`config.mk`:
```
export PLATFORM = sky130hd
export DESIGN_NAME = extp_ctrl
export DESIGN_NICKNAME = d
export VERILOG_FILES = /design/src/design/extp_pkg.sv /design/src/design/extp_wait_if.sv /design/src/design/extp_ctrl.sv /design/src/design/extp_rdy_wait.sv
export SDC_FILE = /design/constraint.sdc
export NUM_CORES = 1
export LEC_CHECK = 0
export BUFFER_PORTS_ARGS = -buffer_cell sky130_fd_sc_hd__buf_2
export CAP_MARGIN = 20
export CORE_ASPECT_RATIO = 1.75
export CORE_MARGIN = 3
export CORE_UTILIZATION = 25
export DETAILED_ROUTE_END_ITERATION = 8
export GPL_TIMING_DRIVEN = 0
export PLACE_DENSITY = 0.4
export RECOVER_POWER = 50
export SLEW_MARGIN = 20
export SYNTH_ARGS = -nofsm -noshare
export SYNTH_HDL_FRONTEND = slang
export SYNTH_HIERARCHICAL = 1
export SYNTH_SLANG_ARGS = --single-unit
```
`constraint.sdc`:
```
create_clock -name clk -period 5.7 [get_ports clk]
set_input_delay 1.425 -clock clk [delete_from_list [all_inputs] [get_ports clk]]
set_output_delay 1.425 -clock clk [all_outputs]
set_load 0.05 [all_outputs]
```
`src/design/extp_pkg.sv`:
```
// Shared constants and types of the external port controller.
package extp_pkg;
    // Port operating modes.
    typedef enum logic [1:0] {
        EXTP_MODE_SDRAM = 2'b00,
        EXTP_MODE_HB16 = 2'b01,
        EXTP_MODE_GP = 2'b10,
        EXTP_MODE_OFF = 2'b11
    } extp_mode_t;

    // Access sequencer states.
    typedef enum logic [1:0] {
        EXTP_ST_IDLE = 2'b00,
        EXTP_ST_ADDR = 2'b01,
        EXTP_ST_DATA = 2'b10,
        EXTP_ST_DONE = 2'b11
    } extp_state_t;

    localparam int CLK_MHZ = 100;
    localparam int SDRAM_HOLDOFF_US = 100;
    localparam int SDRAM_HOLDOFF_CYC = SDRAM_HOLDOFF_US * CLK_MHZ;
    localparam int HOLDOFF_W = 16;
    localparam int IFCLK_HALF_CYC = 2;
    localparam int WAIT_W = 8;
    localparam int PEND_W = 3;
    localparam int ADDR_W = 20;
    localparam int DATA_W = 16;
    // Address bits [11:4] values that must never disturb the pending count.
    localparam logic [7:0] NB_ALIAS_A = 8'h07;
    localparam logic [7:0] NB_ALIAS_B = 8'h08;
endpackage

```
`src/design/extp_wait_if.sv`:
```
// Link between the access sequencer and the ready wait timer.
`timescale 1ns/1ns
interface extp_wait_if;
    logic active;
    logic fall_en;
    logic rdy;
    logic [extp_pkg::WAIT_W-1:0] limit;
    logic proceed;

    modport seq (output active, output fall_en, output rdy,
                 output limit, input proceed);
    modport wt (input active, input fall_en, input rdy,
                input limit, output proceed);
endinterface

```
`src/design/extp_ctrl.sv`:
```
// External port controller: access sequencer, pins and pending reads.
// Function
// - After SDRAM enable, block all SDRAM accesses for 100 microseconds.
// - In 16-bit host-bus mode, reads assert both byte selects.
// - Blocking reads and writes, any address, never change pending count.
// - Frame strobe pin driven only when frame output select is set.
// - Read and write strobe pins driven only when strobe select is set.
// - Ready wait limit counts interface clock cycles.
// - Ready input sampled on interface clock falling edge.
`timescale 1ns/1ns
module extp_ctrl #(
    parameter int HOLDOFF_CYCLES = extp_pkg::SDRAM_HOLDOFF_CYC,
    parameter int IFCLK_HALF = extp_pkg::IFCLK_HALF_CYC
) (
    // Clock and reset
    input wire logic clk,
    input wire logic sys_rst,
    // Configuration
    input wire logic [1:0] mode,
    input wire logic sdram_enable,
    input wire logic frame_output_select,
    input wire logic strobe_output_select,
    input wire logic [extp_pkg::WAIT_W-1:0] ready_wait_limit,
    // Request from the on-chip masters
    input wire logic req_valid,
    input wire logic req_write,
    input wire logic req_nonblocking,
    input wire logic [extp_pkg::ADDR_W-1:0] req_addr,
    input wire logic [1:0] req_byte_en,
    input wire logic [extp_pkg::DATA_W-1:0] req_wdata,
    output logic req_ready,
    // Answer
    output logic rsp_valid,
    output logic [extp_pkg::DATA_W-1:0] rsp_rdata,
    output logic nb_done,
    output logic [extp_pkg::PEND_W-1:0] pending_nonblocking_read_counter,
    output logic sdram_holdoff,
    // Interface pins
    output logic interface_clock,
    output logic [extp_pkg::ADDR_W-1:0] addr_o,
    output logic [extp_pkg::DATA_W-1:0] data_o,
    output logic data_oe,
    input wire logic [extp_pkg::DATA_W-1:0] data_i,
    output logic [1:0] byte_sel_n,
    output logic frame_pin,
    output logic frame_pin_oe,
    output logic read_strobe_pin,
    output logic read_strobe_pin_oe,
    output logic write_strobe_pin,
    output logic write_strobe_pin_oe,
    input wire logic ready_input
);
    extp_wait_if wif ();

    extp_rdy_wait u_wait (
        .clk(clk),
        .sys_rst(sys_rst),
        .w(wif.wt)
    );

    // Pin inputs pass two flip-flops before any logic reads them.
    logic rdy_m;
    logic rdy_s;
    logic [extp_pkg::DATA_W-1:0] din_m;
    logic [extp_pkg::DATA_W-1:0] din_s;
    always_ff @(posedge clk) begin
        rdy_m <= ready_input;
        rdy_s <= rdy_m;
        din_m <= data_i;
        din_s <= din_m;
    end

    // Interface clock divider; edges are known one cycle ahead as pulses.
    logic [7:0] div_cnt;
    logic [7:0] next_div_cnt;
    logic next_ifclk;
    logic div_term;
    logic rise_en;
    logic fall_en;
    always_comb begin
        div_term = (div_cnt == 8'(IFCLK_HALF - 1));
        rise_en = div_term && !interface_clock;
        fall_en = div_term && interface_clock;
        next_div_cnt = div_term ? 8'h00 : div_cnt + 8'h01;
        next_ifclk = div_term ? !interface_clock : interface_clock;
    end

    // SDRAM start-up hold-off.
    logic [extp_pkg::HOLDOFF_W-1:0] hold_cnt;
    logic [extp_pkg::HOLDOFF_W-1:0] next_hold_cnt;
    logic sden_q;
    logic blocked;
    always_comb begin
        next_hold_cnt = hold_cnt;
        if (sdram_enable && !sden_q) begin
            next_hold_cnt = extp_pkg::HOLDOFF_W'(HOLDOFF_CYCLES);
        end else if (hold_cnt != '0) begin
            next_hold_cnt = hold_cnt - 1'b1;
        end
        blocked = (mode == extp_pkg::EXTP_MODE_SDRAM) &&
                  (next_hold_cnt != '0 || !sdram_enable);
    end

    // Access sequencer.
    extp_pkg::extp_state_t state;
    extp_pkg::extp_state_t next_state;
    logic cur_write;
    logic cur_nb;
    logic next_cur_write;
    logic next_cur_nb;
    logic gp;
    logic take;
    logic nb_finish;
    logic pend_full;
    logic next_req_ready;
    logic next_rsp_valid;
    logic [extp_pkg::DATA_W-1:0] next_rsp_rdata;
    logic next_nb_done;
    logic [extp_pkg::PEND_W-1:0] next_pend;
    logic [extp_pkg::ADDR_W-1:0] next_addr_o;
    logic [extp_pkg::DATA_W-1:0] next_data_o;
    logic next_data_oe;
    logic [1:0] next_byte_sel_n;
    logic next_frame;
    logic next_rd;
    logic next_wr;
    logic next_frame_oe;
    logic next_strobe_oe;

    always_comb begin
        gp = (mode == extp_pkg::EXTP_MODE_GP);
        pend_full = (pending_nonblocking_read_counter == '1);
        take = req_valid && req_ready &&
               !(req_nonblocking && !req_write && pend_full);
        nb_finish = (state == extp_pkg::EXTP_ST_DONE) && cur_nb;
        next_state = state;
        next_cur_write = cur_write;
        next_cur_nb = cur_nb;
        next_addr_o = addr_o;
        next_data_o = data_o;
        next_data_oe = data_oe;
        next_byte_sel_n = byte_sel_n;
        next_rsp_valid = 1'b0;
        next_rsp_rdata = rsp_rdata;
        next_nb_done = nb_finish;
        next_frame = frame_pin;
        next_rd = read_strobe_pin;
        next_wr = write_strobe_pin;
        case (state)
            extp_pkg::EXTP_ST_IDLE: begin
                if (take) begin
                    next_state = extp_pkg::EXTP_ST_ADDR;
                    next_cur_write = req_write;
                    next_cur_nb = req_nonblocking && !req_write;
                    next_addr_o = req_addr;
                    next_data_o = req_wdata;
                    next_data_oe = req_write;
                    next_byte_sel_n = ~req_byte_en;
                    if (!req_write && mode == extp_pkg::EXTP_MODE_HB16) begin
                        next_byte_sel_n = 2'h0;
                    end
                    next_frame = 1'b1;
                end
            end
            extp_pkg::EXTP_ST_ADDR: begin
                if (rise_en) begin
                    next_state = extp_pkg::EXTP_ST_DATA;
                    next_frame = 1'b0;
                    next_rd = !cur_write;
                    next_wr = cur_write;
                end
            end
            extp_pkg::EXTP_ST_DATA: begin
                // Outside general-purpose mode no ready stall applies.
                if (rise_en && (!gp || wif.proceed)) begin
                    next_state = extp_pkg::EXTP_ST_DONE;
                    next_rd = 1'b0;
                    next_wr = 1'b0;
                    next_rsp_rdata = cur_write ? rsp_rdata : din_s;
                end
            end
            extp_pkg::EXTP_ST_DONE: begin
                next_state = extp_pkg::EXTP_ST_IDLE;
                next_rsp_valid = 1'b1;
                next_data_oe = 1'b0;
                next_byte_sel_n = 2'h3;
            end
            default: begin
                next_state = extp_pkg::EXTP_ST_IDLE;
            end
        endcase
        // Only a started or finished non-blocking read moves the count,
        // so no address alias can disturb it.
        next_pend = pending_nonblocking_read_counter;
        if (take && req_nonblocking && !req_write) begin
            next_pend = pending_nonblocking_read_counter + 1'b1;
        end else if (nb_finish) begin
            next_pend = pending_nonblocking_read_counter - 1'b1;
        end
        next_req_ready = (next_state == extp_pkg::EXTP_ST_IDLE) && !blocked;
        next_frame_oe = gp && frame_output_select;
        next_strobe_oe = gp && strobe_output_select;
    end

    assign wif.active = (state == extp_pkg::EXTP_ST_DATA) && gp;
    assign wif.fall_en = fall_en;
    assign wif.rdy = rdy_s;
    assign wif.limit = ready_wait_limit;

    always_ff @(posedge clk) begin
        if (sys_rst) begin
            div_cnt <= 8'h00;
            interface_clock <= 1'b0;
            hold_cnt <= '0;
            sden_q <= 1'b0;
            sdram_holdoff <= 1'b0;
            state <= extp_pkg::EXTP_ST_IDLE;
            cur_write <= 1'b0;
            cur_nb <= 1'b0;
            req_ready <= 1'b0;
            rsp_valid <= 1'b0;
            rsp_rdata <= '0;
            nb_done <= 1'b0;
            pending_nonblocking_read_counter <= '0;
            addr_o <= '0;
            data_o <= '0;
            data_oe <= 1'b0;
            byte_sel_n <= 2'h3;
            frame_pin <= 1'b0;
            read_strobe_pin <= 1'b0;
            write_strobe_pin <= 1'b0;
            frame_pin_oe <= 1'b0;
            read_strobe_pin_oe <= 1'b0;
            write_strobe_pin_oe <= 1'b0;
        end else begin
            div_cnt <= next_div_cnt;
            interface_clock <= next_ifclk;
            hold_cnt <= next_hold_cnt;
            sden_q <= sdram_enable;
            sdram_holdoff <= next_hold_cnt != '0;
            state <= next_state;
            cur_write <= next_cur_write;
            cur_nb <= next_cur_nb;
            req_ready <= next_req_ready;
            rsp_valid <= next_rsp_valid;
            rsp_rdata <= next_rsp_rdata;
            nb_done <= next_nb_done;
            pending_nonblocking_read_counter <= next_pend;
            addr_o <= next_addr_o;
            data_o <= next_data_o;
            data_oe <= next_data_oe;
            byte_sel_n <= next_byte_sel_n;
            frame_pin <= next_frame;
            read_strobe_pin <= next_rd;
            write_strobe_pin <= next_wr;
            frame_pin_oe <= next_frame_oe;
            read_strobe_pin_oe <= next_strobe_oe;
            write_strobe_pin_oe <= next_strobe_oe;
        end
    end

    a_holdoff_blocks: assert property (@(posedge clk) disable iff (sys_rst)
        (sdram_holdoff && mode == extp_pkg::EXTP_MODE_SDRAM) |-> !req_ready)
        else $error("SDRAM access allowed during hold-off");
    a_holdoff_start: assert property (@(posedge clk) disable iff (sys_rst)
        $rose(sdram_enable) |=> ##1 sdram_holdoff)
        else $error("hold-off not started by SDRAM enable");
    a_hb16_read_sel: assert property (@(posedge clk) disable iff (sys_rst)
        (state == extp_pkg::EXTP_ST_DATA && !cur_write &&
         mode == extp_pkg::EXTP_MODE_HB16) |-> byte_sel_n == 2'h0)
        else $error("host-bus read without both byte selects");
    a_pend_stable: assert property (@(posedge clk) disable iff (sys_rst)
        (!(take && req_nonblocking && !req_write) && !nb_finish)
        |=> $stable(pending_nonblocking_read_counter))
        else $error("pending read count moved without cause");
    a_nb_complete: assert property (@(posedge clk) disable iff (sys_rst)
        nb_finish |=> nb_done && rsp_valid &&
        pending_nonblocking_read_counter ==
        $past(pending_nonblocking_read_counter) - 1'b1)
        else $error("non-blocking completion not reported");
    a_frame_gate: assert property (@(posedge clk) disable iff (sys_rst)
        !(gp && frame_output_select) |=> !frame_pin_oe)
        else $error("frame pin driven while deselected");
    a_strobe_gate: assert property (@(posedge clk) disable iff (sys_rst)
        !(gp && strobe_output_select)
        |=> !read_strobe_pin_oe && !write_strobe_pin_oe)
        else $error("strobe pins driven while deselected");
    a_gp_stall: assert property (@(posedge clk) disable iff (sys_rst)
        (state == extp_pkg::EXTP_ST_DATA && gp && !wif.proceed)
        |=> state == extp_pkg::EXTP_ST_DATA)
        else $error("data phase left before ready wait ended");
endmodule

```
`src/design/extp_rdy_wait.sv`:
```
// Ready wait timer counting interface clock cycles.
`timescale 1ns/1ns
module extp_rdy_wait (
    // Clock and reset
    input wire logic clk,
    input wire logic sys_rst,
    // Sequencer link
    extp_wait_if.wt w
);
    logic [extp_pkg::WAIT_W-1:0] cnt;
    logic [extp_pkg::WAIT_W-1:0] next_cnt;
    logic proceed;
    logic next_proceed;

    // Ready is looked at only on interface clock falling edges, so the
    // wait limit is a count of interface clocks, not system clocks.
    always_comb begin
        next_cnt = cnt;
        next_proceed = proceed;
        if (!w.active) begin
            next_cnt = '0;
            next_proceed = 1'b0;
        end else if (w.fall_en && !proceed) begin
            if (!w.rdy || cnt >= w.limit) begin
                next_proceed = 1'b1;
            end else begin
                next_cnt = cnt + 1'b1;
            end
        end
    end

    always_ff @(posedge clk) begin
        if (sys_rst) begin
            cnt <= '0;
            proceed <= 1'b0;
        end else begin
            cnt <= next_cnt;
            proceed <= next_proceed;
        end
    end

    assign w.proceed = proceed;

    a_wait_bounded: assert property (@(posedge clk) disable iff (sys_rst)
        w.active |-> cnt <= w.limit)
        else $error("ready wait count passed its limit");
    a_wait_expire: assert property (@(posedge clk) disable iff (sys_rst)
        (w.active && w.fall_en && !proceed && cnt >= w.limit)
        |=> proceed)
        else $error("wait limit expired without proceeding");
    a_rdy_fall_only: assert property (@(posedge clk) disable iff (sys_rst)
        $rose(proceed) |-> $past(w.fall_en))
        else $error("ready sampled off the interface falling edge");
endmodule

```
==> results.yml <==
run_status:
  status: "finished, violations left"
  violations: "max-capacitance violations, max-slew violations"
finish:
  final_common_cell: "dfxtp_1"
  final_layout_size_suffix_gt1_frac: 0.1914
  antenna_cells: 0
  final_cell_mix: "140 x dfxtp_1, 96 x nand2_1, 93 x buf_2"
  instances_no_fill: 990
  syn_to_final_growth_pct: 29.70
  fin_util: 0.3343
  nNetsFinal: 816
detailed_routing:
  drc: 0
  via_per_inst: 4.556
  drtPass1Iterations: 4
  wl_per_cell_um: 14.72
  ant_nets: 0
  drt_wl_total_um: 14570
  drt-initial-drc-count: 140
  via_count: 4510
floorplanning:
  die_area_sq_um: 23040
  die_h_um: 198.5
  row_count: 69
  core_sq_um: 20550
  dieWidth_um: 116.0
  start_util: 0.2578
  ios: 142
clock_network:
  clockBufferDepth: 2
  cts_inserted_buffers: 17
  cts_hold_buf: 0
  postCtsSetupRepairBufs: 0
  clock-sinks: 140
  path_clk_slew_ps: 60
  cts_tree: "done"
  clk_latency_ps: 430
  root_buffer: "clkbuf_16"
  cts_resized: 0
  cts_max_level: 4
yosys:
  synth_top_family_by_area: "simple AND/OR/NAND/NOR gates"
  synth_xor_area_frac: 0.03307
  synth_compound_area_frac: 0.1221
  ys_ff_latch: 140
  netlist_area_sq_um: 5296
  synth_simple_gate_area_share: 0.2072
  synthAdderAreaFrac: 0.03449
  muxShareOfSynthArea: 0.03591
  synth_ff_type: "dfxtp_1"
  synthesis.nets: 656
  synth_edf_count: 0
  async_flop_share: 0
  synth_warnings: 6
  netlist-cell-type-count: 56
  syn-instance-count: 569
  seq_area_frac_synth: 0.5292
  avgSynthCellArea_sq_um: 9.308
setup_path:
  crit_fanout: 9
  cp-end-kind: "flip-flop"
  crit_arrival_ps: 3960
  cp_top_family: "simple AND/OR/NAND/NOR gates"
  cpPeakStageDelay_ps: 1270
  startpoint_type: "flip-flop"
  crit_chain: "inv_1 -> ha_1 -> or4b_2 -> nor4_1 -> o211ai_1 -> a211oi_2 -> nand2_1 -> o21ba_1"
  path_class: "flip-flop to flip-flop"
  required_ps: 6010
  crit_buf_inv: 1
  cp_slowest_cell: "nor4_1"
sta:
  finalMaxSlewViolations: 10
  fin_crit_ps: 3656
  rsz0062_at_grt: "no"
  fin_crit_sh: 0.6413
  whs_ps: 323.8
  clock_skew_ps: 8.578
  relSlewSlack: -0.03237
  clock.fmax_ghz: 0.2736
  worst_pin_slew_ps: 1534
  tns_ps: 0
  hold_viol_final: 0
  setup_viol: 0
placed_design:
  place_inst: 958
  routabilityCongestion: 0.7881
  hpwl_um: 11090
  io_buffer_count: 141
global_routing:
  grt_pass1_wl_um: 22790
  antenna_found_initial: 1
  grt_start_max_net_pins: 17
  grt_pass1_vias: 4562
  grt-ovfl-total: 0
  grt_use_total: 0.1296
power:
  p_per_area_nw_per_um2: 392.8
  p_leak_nw: 2.711
  worst_ir_drop_vdd_uv: 252.3
job:
  max-cap-violations: 1
worst_hold_path:
  hold_class: "flip-flop to flip-flop"
## cell families after synthesis
family                   Yosys count
AND/OR/NAND/NOR                  231
flip-flops                       140
AO/OA/AOI/OAI                     99
buffers and inverters             46
XOR/XNOR                          20
multiplexers                      19
adder cells (fa/ha/maj)           14
## area by class of cell
cell class | instances | area [sq um]
Multi-Input combinational cell | 383 | 2277
Sequential cell | 140 | 2803
Clock buffer | 19 | 442.9
Inverter | 15 | 56.30
Clock inverter | 13 | 191.4
Timing Repair Buffer | 141 | 643.1
Buffer | 31 | 145.1
Fill cell | 2178 | 13680
Tap cell | 248 | 310.3
## layer usage
layer,track usage,vias to the layer above,share of wire
li1,-,2267,-
met2,0.2231,122,0.51
met4,0.07527,2,0.041
met1,0.1350,2084,0.39
met3,0.04384,35,0.058
met5,0,-,0.00075
## through the flow
step           cell area (sq um)  worst slack (ps)  total power [mW]
6_report                    6869              2044             2.698
5_1_grt                     6869              1772             2.825
4_1_cts                     6947              2744             2.753
3_5_place_dp                6312              2289             1.544
3_3_place_gp                6312              2307             1.541
2_1_floorplan               5296              2571             1.415
## final timing paths
check | endpoint | slack (ps) | depth (start not counted) | from
worst max-delay path | sdram_holdoff$_SDFF_PP0_ | 2040 | 8 | hold_cnt[0]$_SDFF_PP0_
worst min-delay path | din_s[0]$_DFF_P_ | 320 | 0 | din_m[0]$_DFF_P_
worst max register to register | sdram_holdoff$_SDFF_PP0_ | 2040 | 8 | hold_cnt[0]$_SDFF_PP0_
worst min register to register | din_s[0]$_DFF_P_ | 320 | 0 | din_m[0]$_DFF_P_
## state kept, by name, indices dropped and copies added (netlist names), 2 cells and up
| name | flops |
|---|---|
| u_wait/cnt | 8 |
| din_m | 16 |
| state | 2 |
| data_o | 16 |
| pending_nonblocking_read_counter | 3 |
| hold_cnt | 16 |
| din_s | 16 |
| div_cnt | 8 |
| addr_o | 20 |
| rsp_rdata | 16 |
| byte_sel_n | 2 |
## report_power, final
group	total (mW)	internal, mW	switching [mW]
Combinational	0.435	0.151	0.284
Sequential	1.08	1.04	0.0409
Clock	1.19	0.746	0.440
## cells in the mapped netlist (2+ instances only)
| cell | count | share of area |
|---|---|---|
| buf_1 | 3 | 0.0021 |
| xor2_1 | 8 | 0.013 |
| or3_1 | 7 | 0.0083 |
| nand3b_1 | 2 | 0.0028 |
| nor3_1 | 4 | 0.0038 |
| mux2i_1 | 19 | 0.036 |
| a31oi_1 | 2 | 0.0024 |
| o31ai_1 | 5 | 0.0071 |
| clkbuf_1 | 21 | 0.015 |
| dfxtp_1 | 140 | 0.53 |
| o21ai_0 | 10 | 0.0094 |
| buf_2 | 2 | 0.0019 |
| or2_2 | 2 | 0.0024 |
| and3_1 | 2 | 0.0024 |
| buf_6 | 2 | 0.0043 |
| a21oi_1 | 57 | 0.054 |
| buf_4 | 3 | 0.0043 |
| nor4_1 | 5 | 0.0059 |
| nand2b_1 | 10 | 0.012 |
| nor3b_1 | 4 | 0.0057 |
| a2111oi_0 | 2 | 0.0033 |
| nand2_1 | 96 | 0.068 |
| nor2b_1 | 5 | 0.0059 |
| inv_1 | 15 | 0.011 |
| o21ai_2 | 2 | 0.0033 |
| ha_1 | 13 | 0.031 |
| o211ai_1 | 3 | 0.0043 |
| a21o_1 | 2 | 0.0028 |
| nor4_4 | 2 | 0.0080 |
| or4_1 | 4 | 0.0057 |
| o311ai_0 | 3 | 0.0050 |
| nor2_1 | 59 | 0.042 |
| nand4_1 | 6 | 0.0071 |
| xnor2_1 | 12 | 0.020 |
| nand3_1 | 15 | 0.014 |
| a2111oi_4 | 2 | 0.010 |
No activity file was read; power rests on OpenSTA's default activity.
